<file path="src/hw/ipc_pkg.sv">
// package of the input priority configuration bank
// assumes an apb slave with 32-bit data, one register per aligned word
package ipc_pkg;
	// -------------------------------------------------------------
	// register map (word indices, byte address shifted right by IDX_LSB)
	// -------------------------------------------------------------
	localparam int ADDR_W = 12;
	localparam logic [ADDR_W-1:0] REG_FIVE_SIX_IDX = 12'h01a;
	localparam logic [ADDR_W-1:0] REG_SEVEN_EIGHT_IDX = 12'h01b;
	localparam logic [ADDR_W-1:0] REG_SOURCE_SELECT_IDX = 12'h04b;
	localparam int IDX_LSB = 2;
	// -------------------------------------------------------------
	// fields and reset values
	// -------------------------------------------------------------
	localparam int PRIO_W = 4;
	localparam int NUM_INPUTS = 4;
	localparam int NUM_PATHS = 2;
	localparam int PATH_SEL_BIT = 4;
	localparam logic [7:0] FIVE_SIX_RST = 8'h76;
	localparam logic [7:0] SEVEN_EIGHT_RST = 8'h98;
	localparam logic [PRIO_W-1:0] PRIO_OFF = 4'h0;
	localparam logic [1:0] PATH_PRIMARY = 2'h0;
	localparam logic [1:0] PATH_AUX = 2'h1;
	typedef logic [PRIO_W-1:0] ipc_prio_t;
endpackage : ipc_pkg

</file>
<file path="src/hw/ipc_regs_if.sv">
// interface between the bank's bus decoder and its storage
// assumes one clock shared by all users
interface ipc_regs_if;
	logic wr_five_six;
	logic wr_seven_eight;
	logic bank_sel;
	logic [7:0] wdata;
	logic [7:0] rd_five_six;
	logic [7:0] rd_seven_eight;
	logic [15:0] prim_codes;
	logic [15:0] aux_codes;
	modport ctrl (output wr_five_six, output wr_seven_eight,
		output bank_sel, output wdata, input rd_five_six,
		input rd_seven_eight, input prim_codes, input aux_codes);
	modport store (input wr_five_six, input wr_seven_eight,
		input bank_sel, input wdata, output rd_five_six,
		output rd_seven_eight, output prim_codes, output aux_codes);
endinterface : ipc_regs_if

</file>
<file path="src/hw/ipc_store.sv">
// banked storage of the priority codes, one copy per timing path
// assumes write strobes are already qualified by the bus handshake
module ipc_store
(
	input wire logic clk_i,
	input wire logic rst_n_i,
	input wire logic en_i,
	ipc_regs_if.store rif
);
	logic [7:0] five_six_q [ipc_pkg::NUM_PATHS];
	logic [7:0] seven_eight_q [ipc_pkg::NUM_PATHS];

	// -------------------------------------------------------------
	// per-path copies
	// -------------------------------------------------------------
	for (genvar p = 0; p < ipc_pkg::NUM_PATHS; p++)
	begin : g_path
		wire logic sel = (rif.bank_sel == p[0]);
		always_ff @(posedge clk_i)
		begin
			if (!rst_n_i)
			begin
				five_six_q[p] <= ipc_pkg::FIVE_SIX_RST;
				seven_eight_q[p] <= ipc_pkg::SEVEN_EIGHT_RST;
			end
			else if (en_i)
			begin
				if (rif.wr_five_six && sel)
					five_six_q[p] <= rif.wdata;
				if (rif.wr_seven_eight && sel)
					seven_eight_q[p] <= rif.wdata;
			end
		end
	end

	assign rif.rd_five_six = five_six_q[rif.bank_sel];
	assign rif.rd_seven_eight = seven_eight_q[rif.bank_sel];
	assign rif.prim_codes = {seven_eight_q[0], five_six_q[0]};
	assign rif.aux_codes = {seven_eight_q[1], five_six_q[1]};
endmodule // ipc_store

</file>
<file path="src/hw/ipc_rank.sv">
// picks the eligible input with the smallest non-zero priority code
// assumes codes packed as input five in bits [3:0] upward
module ipc_rank #(
	parameter int NUM = 4
)
(
	input wire logic [NUM*4-1:0] codes_i,
	output logic valid_o,
	output logic [1:0] winner_o,
	output logic [3:0] best_o
);
	logic [3:0] best [NUM+1];
	logic [1:0] idx [NUM+1];
	logic vld [NUM+1];
	assign best[0] = 4'hf;
	assign idx[0] = 2'h0;
	assign vld[0] = 1'b0;
	// -------------------------------------------------------------
	// linear compare chain, earlier input wins a tie
	// -------------------------------------------------------------
	for (genvar i = 0; i < NUM; i++)
	begin : g_cmp
		wire logic [3:0] c = codes_i[i*4 +: 4];
		wire logic elig = (c != ipc_pkg::PRIO_OFF);
		wire logic take = elig && (!vld[i] || c < best[i]);
		assign best[i+1] = take ? c : best[i];
		assign idx[i+1] = take ? i[1:0] : idx[i];
		assign vld[i+1] = vld[i] | elig;
	end
	assign valid_o = vld[NUM];
	assign winner_o = idx[NUM];
	assign best_o = vld[NUM] ? best[NUM] : ipc_pkg::PRIO_OFF;
endmodule // ipc_rank

</file>
<file path="src/hw/ipc_top.sv">
// apb register bank of priority codes for inputs five to eight
// assumes a single apb master; zero wait states; one clock
//
// Local design decision: the APB register port.
module ipc_top
(
	input wire logic CLK_I,
	input wire logic RST_N_I,
	input wire logic CE_I,
	input wire logic PSEL_I,
	input wire logic PENABLE_I,
	input wire logic PWRITE_I,
	input wire logic [ipc_pkg::ADDR_W-1:0] PADDR_I,
	input wire logic [31:0] PWDATA_I,
	input wire logic [3:0] PSTRB_I,
	output logic [31:0] PRDATA_O,
	output logic PREADY_O,
	output logic PSLVERR_O,
	output logic PRIM_VALID_O,
	output logic [1:0] PRIM_WINNER_O,
	output logic [3:0] PRIM_CODE_O,
	output logic AUX_VALID_O,
	output logic [1:0] AUX_WINNER_O,
	output logic [3:0] AUX_CODE_O
);
	ipc_regs_if rif ();
	logic [7:0] src_sel_q;
	logic [31:0] prdata_q;

	// -------------------------------------------------------------
	// bus decode
	// -------------------------------------------------------------
	wire logic [ipc_pkg::ADDR_W-1:0] idx =
		ipc_pkg::ADDR_W'(PADDR_I >> ipc_pkg::IDX_LSB);
	wire logic access = PSEL_I && PENABLE_I && CE_I;
	wire logic wr = access && PWRITE_I && PSTRB_I[0];
	wire logic hit_56 = (idx == ipc_pkg::REG_FIVE_SIX_IDX);
	wire logic hit_78 = (idx == ipc_pkg::REG_SEVEN_EIGHT_IDX);
	wire logic hit_src = (idx == ipc_pkg::REG_SOURCE_SELECT_IDX);
	wire logic mapped = hit_56 || hit_78 || hit_src;

	assign rif.wr_five_six = wr && hit_56;
	assign rif.wr_seven_eight = wr && hit_78;
	assign rif.wdata = PWDATA_I[7:0];
	assign rif.bank_sel = src_sel_q[ipc_pkg::PATH_SEL_BIT];

	wire logic [7:0] rd_byte = hit_56 ? rif.rd_five_six :
		hit_78 ? rif.rd_seven_eight :
		hit_src ? src_sel_q : 8'h00;

	assign PREADY_O = 1'b1;
	assign PSLVERR_O = PSEL_I && PENABLE_I && !mapped;
	assign PRDATA_O = prdata_q;

	// -------------------------------------------------------------
	// source select register and read data
	// -------------------------------------------------------------
	always_ff @(posedge CLK_I)
	begin
		if (!RST_N_I)
			src_sel_q <= 8'h00;
		else if (wr && hit_src)
			src_sel_q <= PWDATA_I[7:0];
	end

	always_ff @(posedge CLK_I)
	begin
		if (!RST_N_I)
			prdata_q <= 32'h0000_0000;
		else if (CE_I && PSEL_I && !PENABLE_I && !PWRITE_I)
			prdata_q <= {24'h00_0000, rd_byte};
	end

	ipc_store u_store (
		.clk_i(CLK_I),
		.rst_n_i(RST_N_I),
		.en_i(CE_I),
		.rif(rif.store)
	);

	// -------------------------------------------------------------
	// automatic selection per path
	// -------------------------------------------------------------
	logic pv, av;
	logic [1:0] pw, aw;
	logic [3:0] pc, ac;
	ipc_rank #(.NUM(ipc_pkg::NUM_INPUTS)) u_rank_prim (
		.codes_i(rif.prim_codes),
		.valid_o(pv),
		.winner_o(pw),
		.best_o(pc)
	);
	ipc_rank #(.NUM(ipc_pkg::NUM_INPUTS)) u_rank_aux (
		.codes_i(rif.aux_codes),
		.valid_o(av),
		.winner_o(aw),
		.best_o(ac)
	);

	always_ff @(posedge CLK_I)
	begin
		if (!RST_N_I)
		begin
			PRIM_VALID_O <= 1'b0;
			PRIM_WINNER_O <= 2'h0;
			PRIM_CODE_O <= 4'h0;
			AUX_VALID_O <= 1'b0;
			AUX_WINNER_O <= 2'h0;
			AUX_CODE_O <= 4'h0;
		end
		else if (CE_I)
		begin
			PRIM_VALID_O <= pv;
			PRIM_WINNER_O <= pw;
			PRIM_CODE_O <= pc;
			AUX_VALID_O <= av;
			AUX_WINNER_O <= aw;
			AUX_CODE_O <= ac;
		end
	end
endmodule // ipc_top

</file>
<file path="config.mk">
export PLATFORM = sky130hd
export DESIGN_NAME = ipc_top
export DESIGN_NICKNAME = d
export VERILOG_FILES = /design/src/hw/ipc_pkg.sv /design/src/hw/ipc_regs_if.sv /design/src/hw/ipc_store.sv /design/src/hw/ipc_rank.sv /design/src/hw/ipc_top.sv
export SDC_FILE = /design/constraint.sdc
export NUM_CORES = 1
export LEC_CHECK = 0
export BUFFER_PORTS_ARGS = -buffer_cell sky130_fd_sc_hd__buf_2
export CAP_MARGIN = 20
export CORE_MARGIN = 2
export CORE_UTILIZATION = 58
export CTS_CLUSTER_SIZE = 12
export DETAILED_ROUTE_END_ITERATION = 8
export PLACE_DENSITY = 0.95
export SKIP_LAST_GASP = 1
export SYNTH_ARGS = -nofsm -noshare
export SYNTH_HDL_FRONTEND = slang
export SYNTH_SLANG_ARGS = --single-unit
export TNS_END_PERCENT = 5
</file>
<file path="constraint.sdc">
create_clock -name CLK_I -period 7.6 [get_ports CLK_I]
set_clock_uncertainty 0.1 [all_clocks]
set_input_delay 1.52 -clock CLK_I [delete_from_list [all_inputs] [get_ports CLK_I]]
set_output_delay 1.52 -clock CLK_I [all_outputs]
set_load 0.01 [all_outputs]
</file>
## Word level (Yosys, flattened, before mapping)

Memories as Yosys holds them, arrays and structs flattened. A register that Yosys moved wholly into a read port is not among the register bits.
Index checks and enable logic that the tools add are counted.

- Bitwise operators: 11
- Reductions and logical operators: 46
- Magnitude comparators: 6
- Equality and inequality tests: 3
- Muxes and demuxes: 44

Operators with widths:

| cell | number |
|---|---|
| $mux W8 | 7 |
| $mux W4 | 10 |
| $reduce_bool A4 Y1 | 8 |
| $lt A4 B4 Y1 | 6 |
| $mux W1 | 23 |
| $logic_and A1 B1 Y1 | 21 |
| $eq A10 B5 Y1 const B | 2 |
| $eq A10 B7 Y1 const B | 1 |
| $or A1 B1 Y1 | 10 |
| $logic_not A1 Y1 | 9 |
| $logic_or A1 B1 Y1 | 8 |
| $mux W2 | 4 |
| $not A1 Y1 | 1 |

- Register bits after elaboration: 30
- Input bits: 54
- RAM bits: 32
- Output and inout bits: 48
- Logic and storage cells: 120
- Memories: 2

Memory list:

| name | words | bits a word | read ports | clocked after memory_dff | wr ports | line | RTL |
|---|---|---|---|---|---|---|---|
| u_store.five_six_q | 2 | 8 | 3 | 1 | 2 | ipc_store.sv:10 | `logic [7:0] five_six_q [ipc_pkg::NUM_PATHS];` |
| u_store.seven_eight_q | 2 | 8 | 3 | 1 | 2 | ipc_store.sv:11 | `logic [7:0] seven_eight_q [ipc_pkg::NUM_PATHS];` |

## Logic depth before layout (Yosys ltp)

An unclocked memory read counts as a cell.

- Depth in word-level cells: 16
- Mapped depth: 22
- Mapped depth without buffers: 22

## Cells and area by module

Synthesis repeated with hierarchy kept, for this count alone.

- Cells, all modules: 471
- Area total of the unflattened synthesis: 4,395.5 µm²

Modules (own cells, without submodules):

| module | sequential area each (µm²) | area an instance (µm²) | instances | cells an instance |
|---|---|---|---|---|
| ipc_top | 600.6 | 1,621.6 | 1 | 180 |
| ipc_store | 960.9 | 1,417.6 | 1 | 99 |
| ipc_rank | 0.0 | 678.2 | 2 | 96 |

## Least setup slack after synthesis

OpenSTA, ideal clock, no wires.

- Path type: reg-to-reg
- Start point: mem u_store.five_six_q[1][2]
- End point: reg AUX_CODE_O[0]
- Slack: 2.365 ns
- Required time: 7.383 ns
- Path buffers: 0
- Stages on the path, launching flop included: 23
- Setup time: 0.117 ns
- Data arrival time: 5.018 ns
- Clock period less this slack: 5.235 ns
- Cell sequence: edfxtp_1 nor4_2 nor2_1 ha_1 nor2_1 o21a_4 a41oi_4 o311ai_0 o21ai_0 ha_1 a21o_1 a21oi_1 nor2b_1 o2111ai_1 a21oi_2 mux2_2 ha_1 a21o_1 a21oi_1 a21oi_1 a211o_1 or2_0 a32o_1

RTL lines:

| what | line | RTL |
|---|---|---|
| from (decl) | ipc_store.sv:10 |  |
| to (signal assigned) | ipc_top.sv:109 | `AUX_CODE_O <= 4'h0;` |
| to (signal assigned) | ipc_top.sv:118 | `AUX_CODE_O <= ac;` |
| to (decl) | ipc_top.sv:24 | `output logic [3:0] AUX_CODE_O` |

==> reports/summary.md <==
The portion of the clock cycle consumed by the worst path in the final layout works out to 0.792. After detailed routing, the number of remaining DRC violations is 0. The initial antenna violation count was 0. The maximum fanout along the worst path works out to 10. The pin slew with the least headroom to its limit was 1010 ps; the total iterations of the first detailed-routing run was 5. In this run the worst hold path is classified as register to register. Fill cells in the final layout number 486.

STA puts the critical path data required time at 7730 ps. The first routing iteration left 295 violations. The tools report the total global-route track usage as 0.248. The number of instances in the synthesized netlist is 404.

The clock tree buffer depth is 2. Setup repair after global routing left no endpoint under its margin. The core region is 6420 um^2. Summing over every cut layer, the via total after detailed routing is 3302.

The logs give 6150 ps for the data arrival time at the worst-slack endpoint and 102 for the number of placed I/O pins. The cell area that synthesis handed to floorplanning was 3890 um^2. Summed over all failing endpoints, the final setup total negative slack is 0 ps.

The number of maximum-capacitance constraint violations is 0, and the mean cell area of the mapped netlist is 9.64 um^2. TritonCTS created 9 clock buffers. The run finished with clean final reports.

Buffers inserted to repair hold after CTS numbered 0. In this run, synthesis inferred 32 flip-flops with an integrated enable. The tools report the initial core utilization as 0.606.

In the synthesized netlist the dominant register cell turns out to be sky130_fd_sc_hd__edfxtp_1. The via count of the first global-routing pass is 3045, and the remaining global-route overflow is 0. The tools report the total routed wirelength as 8960 um. The total of warnings raised by yosys was 0.

After clock tree synthesis, the clock-pin slew on the worst setup and hold paths is 70 ps. For the power consumption, the log shows 785 uW. The average wire per cell in the routed design works out to 16.7 um. The initialized floorplan defines 29 standard-cell rows. The detail-routed via count per cell came out at 6.16.

The cell at the root of the clock tree is sky130_fd_sc_hd__clkbuf_8. The worst path meets setup with 1580 ps of slack. The final period demand of the worst path was 6020 ps; the synthesis-to-layout area growth was 9.83%. Buffers placed on the I/O ports in this run total 47. The die outline width was 86.0 um; the leakage power summed over all cells was 0.00178 uW. The tools report the count of final setup violators as 0. The number of cells upsized or downsized after cts is 0, and the source-to-sink clock delay at the later pin of the worst-skew pair is 350 ps. In this run, distinct cell masters in the synthesized netlist total 53. Summed over all nets, the half-perimeter wirelength after detailed placement is 6700 um.

The worst setup path is launched from a register. The overall die height is 86.0 um, and the areal power density over the cells is 184 nW/um^2. The fraction of final layout cells sized beyond drive strength 1 is 0.183, and the remaining max-slew budget at the tightest pin is 0.318. Fraction of registers with async set/reset: 0.

The tools report the antenna diode count as 0. The number of setup buffers added after CTS is 0. Entering global routing, the biggest net connects 32 pins. Timing would allow up to 166 MHz.

The proportion of synthesized chip area in sequential cells came out at 0.406. For the CTS sink count, the log shows 63. TritonCTS built the clock tree. VDD sags by at most 0.130 mV. The number of hold violations in the final report was 0. The critical path is of the register to register type. The logs give 14300 um for the global-route wire length before repair and 0.877 for the global placement routability congestion. The count of state elements after synthesis works out to 63.

The area of the die was 7390 um^2. The depth of the CTS H-tree was 3; the net count of the finished layout was 522. The final count of pins violating max slew came out at 0.

The detail route stage leaves a number of antenna-violating nets equal to 0. The worst setup path is captured at a register. OpenSTA, run right after detailed placement, puts the worst setup slack at 1660 ps.
-- sequential cells by signal, indices dropped and copies added (netlist names), named ones only --
register and flops:
src_sel_q 8, PRIM_VALID_O 1, PRIM_WINNER_O 2, PRDATA_O 8, u_store.seven_eight_q 16, AUX_WINNER_O 2, AUX_CODE_O 4, PRIM_CODE_O 4
AUX_VALID_O 1, u_store.five_six_q 16
-- routing by layer --
| metal | global-route usage | part of all wire | wire length [um] |
|---|---|---|---|
| met1 | 0.309 | 0.41 | 3690 |
| met2 | 0.424 | 0.49 | 4370 |
| met3 | 0.0626 | 0.087 | 781 |
| met4 | 0.0722 | 0.013 | 119 |
| met5 | 0 | 0 | 0 |
-- cells by family after synthesis --
kind of cell / share of synthesized area
buffers and inverters: 0.0723
flip-flops: 0.406
multiplexers: 0.0896
AND/OR/NAND/NOR: 0.186
other: 0.00193
AO/OA/AOI/OAI: 0.197
adder cells (fa/ha/maj): 0.0475
-- final timing paths --
check	from	end	slack, ps	cells after the start
max	u_store.five_six_q[1][2]	AUX_CODE_O[0]	1580	22
max reg2reg	u_store.five_six_q[1][2]	AUX_CODE_O[0]	1580	22
min	AUX_CODE_O[1]	AUX_CODE_O[1]	340	2
min reg2reg	AUX_CODE_O[1]	AUX_CODE_O[1]	340	2
-- report_power, final --
| group | switching [uW] | internal (uW) | leakage [uW] |
|---|---|---|---|
| Clock | 130 | 119 | 0.0000885 |
| Sequential | 14.8 | 373 | 0.000547 |
| Combinational | 83.5 | 64.7 | 0.00115 |
-- area by class of cell --
class | instances | area [um^2] | area share
clock buffers | 11 | 131 | 0.0307
clock inverters | 5 | 32.5 | 0.00760
inverters | 14 | 52.6 | 0.0123
multi-input cells | 314 | 2120 | 0.495
flip-flops and latches | 63 | 1580 | 0.370
well taps | 77 | 96.3 | 0.0225
repair buffers | 52 | 265 | 0.0620
-- critical path: stages (launching register included) --
cell,delay (ps)
sky130_fd_sc_hd__edfxtp_1,460
sky130_fd_sc_hd__nor4_2,640
sky130_fd_sc_hd__nor2_1,130
sky130_fd_sc_hd__ha_1,310
sky130_fd_sc_hd__nor2_1,60
sky130_fd_sc_hd__o21a_4,200
sky130_fd_sc_hd__a41oi_4,310
sky130_fd_sc_hd__o311ai_0,190
sky130_fd_sc_hd__o21ai_0,160
sky130_fd_sc_hd__ha_1,310
sky130_fd_sc_hd__a21o_1,160
sky130_fd_sc_hd__a21oi_1,260
sky130_fd_sc_hd__nor2b_1,170
sky130_fd_sc_hd__o2111ai_1,160
sky130_fd_sc_hd__a21oi_2,290
sky130_fd_sc_hd__mux2_2,390
sky130_fd_sc_hd__ha_1,320
sky130_fd_sc_hd__a21o_1,160
sky130_fd_sc_hd__a21oi_1,150
sky130_fd_sc_hd__a21oi_1,100
sky130_fd_sc_hd__a211o_1,380
sky130_fd_sc_hd__or2_0,240
sky130_fd_sc_hd__a32o_1,240
-- cell usage after synthesis, types with 6 or more instances --
library cell | instances | area share
sky130_fd_sc_hd__nor4_1 | 6 | 0.0096
sky130_fd_sc_hd__edfxtp_1 | 32 | 0.25
sky130_fd_sc_hd__clkbuf_1 | 10 | 0.0096
sky130_fd_sc_hd__ha_1 | 14 | 0.045
sky130_fd_sc_hd__buf_4 | 25 | 0.048
sky130_fd_sc_hd__a21oi_1 | 20 | 0.026
sky130_fd_sc_hd__nor2b_1 | 11 | 0.018
sky130_fd_sc_hd__a21o_1 | 9 | 0.017
sky130_fd_sc_hd__nand3_1 | 6 | 0.0077
sky130_fd_sc_hd__and2_1 | 20 | 0.032
sky130_fd_sc_hd__mux2i_1 | 27 | 0.069
sky130_fd_sc_hd__o211a_1 | 11 | 0.028
sky130_fd_sc_hd__o211ai_1 | 10 | 0.019
sky130_fd_sc_hd__or3_1 | 18 | 0.029
sky130_fd_sc_hd__o21ai_0 | 23 | 0.030
sky130_fd_sc_hd__mux2_2 | 7 | 0.020
sky130_fd_sc_hd__nand2_1 | 24 | 0.023
sky130_fd_sc_hd__dfxtp_1 | 31 | 0.16
sky130_fd_sc_hd__inv_1 | 14 | 0.013
sky130_fd_sc_hd__nor2_1 | 20 | 0.019
-- through the flow --
step / cells / cell area [um^2] / hold WS (ps) / utilization
5_1_grt: 536 / 4280 / 380 / 0.666
3_5_place_dp: 516 / 4090 / 338 / 0.637
6_report: 536 / 4280 / 342 / 0.666
4_1_cts: 532 / 4260 / 347 / 0.663
2_1_floorplan: 427 / 3980 / 369 / -
3_3_place_gp: 516 / 4090 / 328 / 0.637
-- layout by cell type, fill, tap and decap left out, types with 3 or more instances in the layout --
cell type / netlist / routed
sky130_fd_sc_hd__mux2_2: 7 / 7
sky130_fd_sc_hd__nor4_1: 6 / 6
sky130_fd_sc_hd__nor2b_1: 11 / 11
sky130_fd_sc_hd__o21ai_1: 5 / 5
sky130_fd_sc_hd__o21ai_0: 23 / 23
sky130_fd_sc_hd__edfxtp_1: 32 / 32
sky130_fd_sc_hd__nand3_1: 6 / 6
sky130_fd_sc_hd__o211ai_1: 10 / 10
sky130_fd_sc_hd__a211o_1: 3 / 3
sky130_fd_sc_hd__or3_1: 18 / 18
sky130_fd_sc_hd__and2_1: 20 / 20
sky130_fd_sc_hd__conb_1: 2 / 25
sky130_fd_sc_hd__o211a_1: 11 / 11
sky130_fd_sc_hd__ha_1: 14 / 14
sky130_fd_sc_hd__a31oi_1: 3 / 3
sky130_fd_sc_hd__nor3_1: 5 / 5
sky130_fd_sc_hd__o21a_1: 3 / 3
sky130_fd_sc_hd__nor2_1: 20 / 20
sky130_fd_sc_hd__nor4_2: 3 / 3
sky130_fd_sc_hd__or2_2: 4 / 4
sky130_fd_sc_hd__nand2b_1: 5 / 5
sky130_fd_sc_hd__dfxtp_1: 31 / 31
sky130_fd_sc_hd__inv_4: 0 / 3
sky130_fd_sc_hd__inv_1: 14 / 14
sky130_fd_sc_hd__nand2_1: 24 / 24
sky130_fd_sc_hd__buf_2: 0 / 49
sky130_fd_sc_hd__a2bb2oi_1: 3 / 3
sky130_fd_sc_hd__a21o_1: 9 / 9
sky130_fd_sc_hd__clkbuf_8: 0 / 9
sky130_fd_sc_hd__mux2i_1: 27 / 27
sky130_fd_sc_hd__a21oi_1: 20 / 20
(Power assumes the default switching activity.)
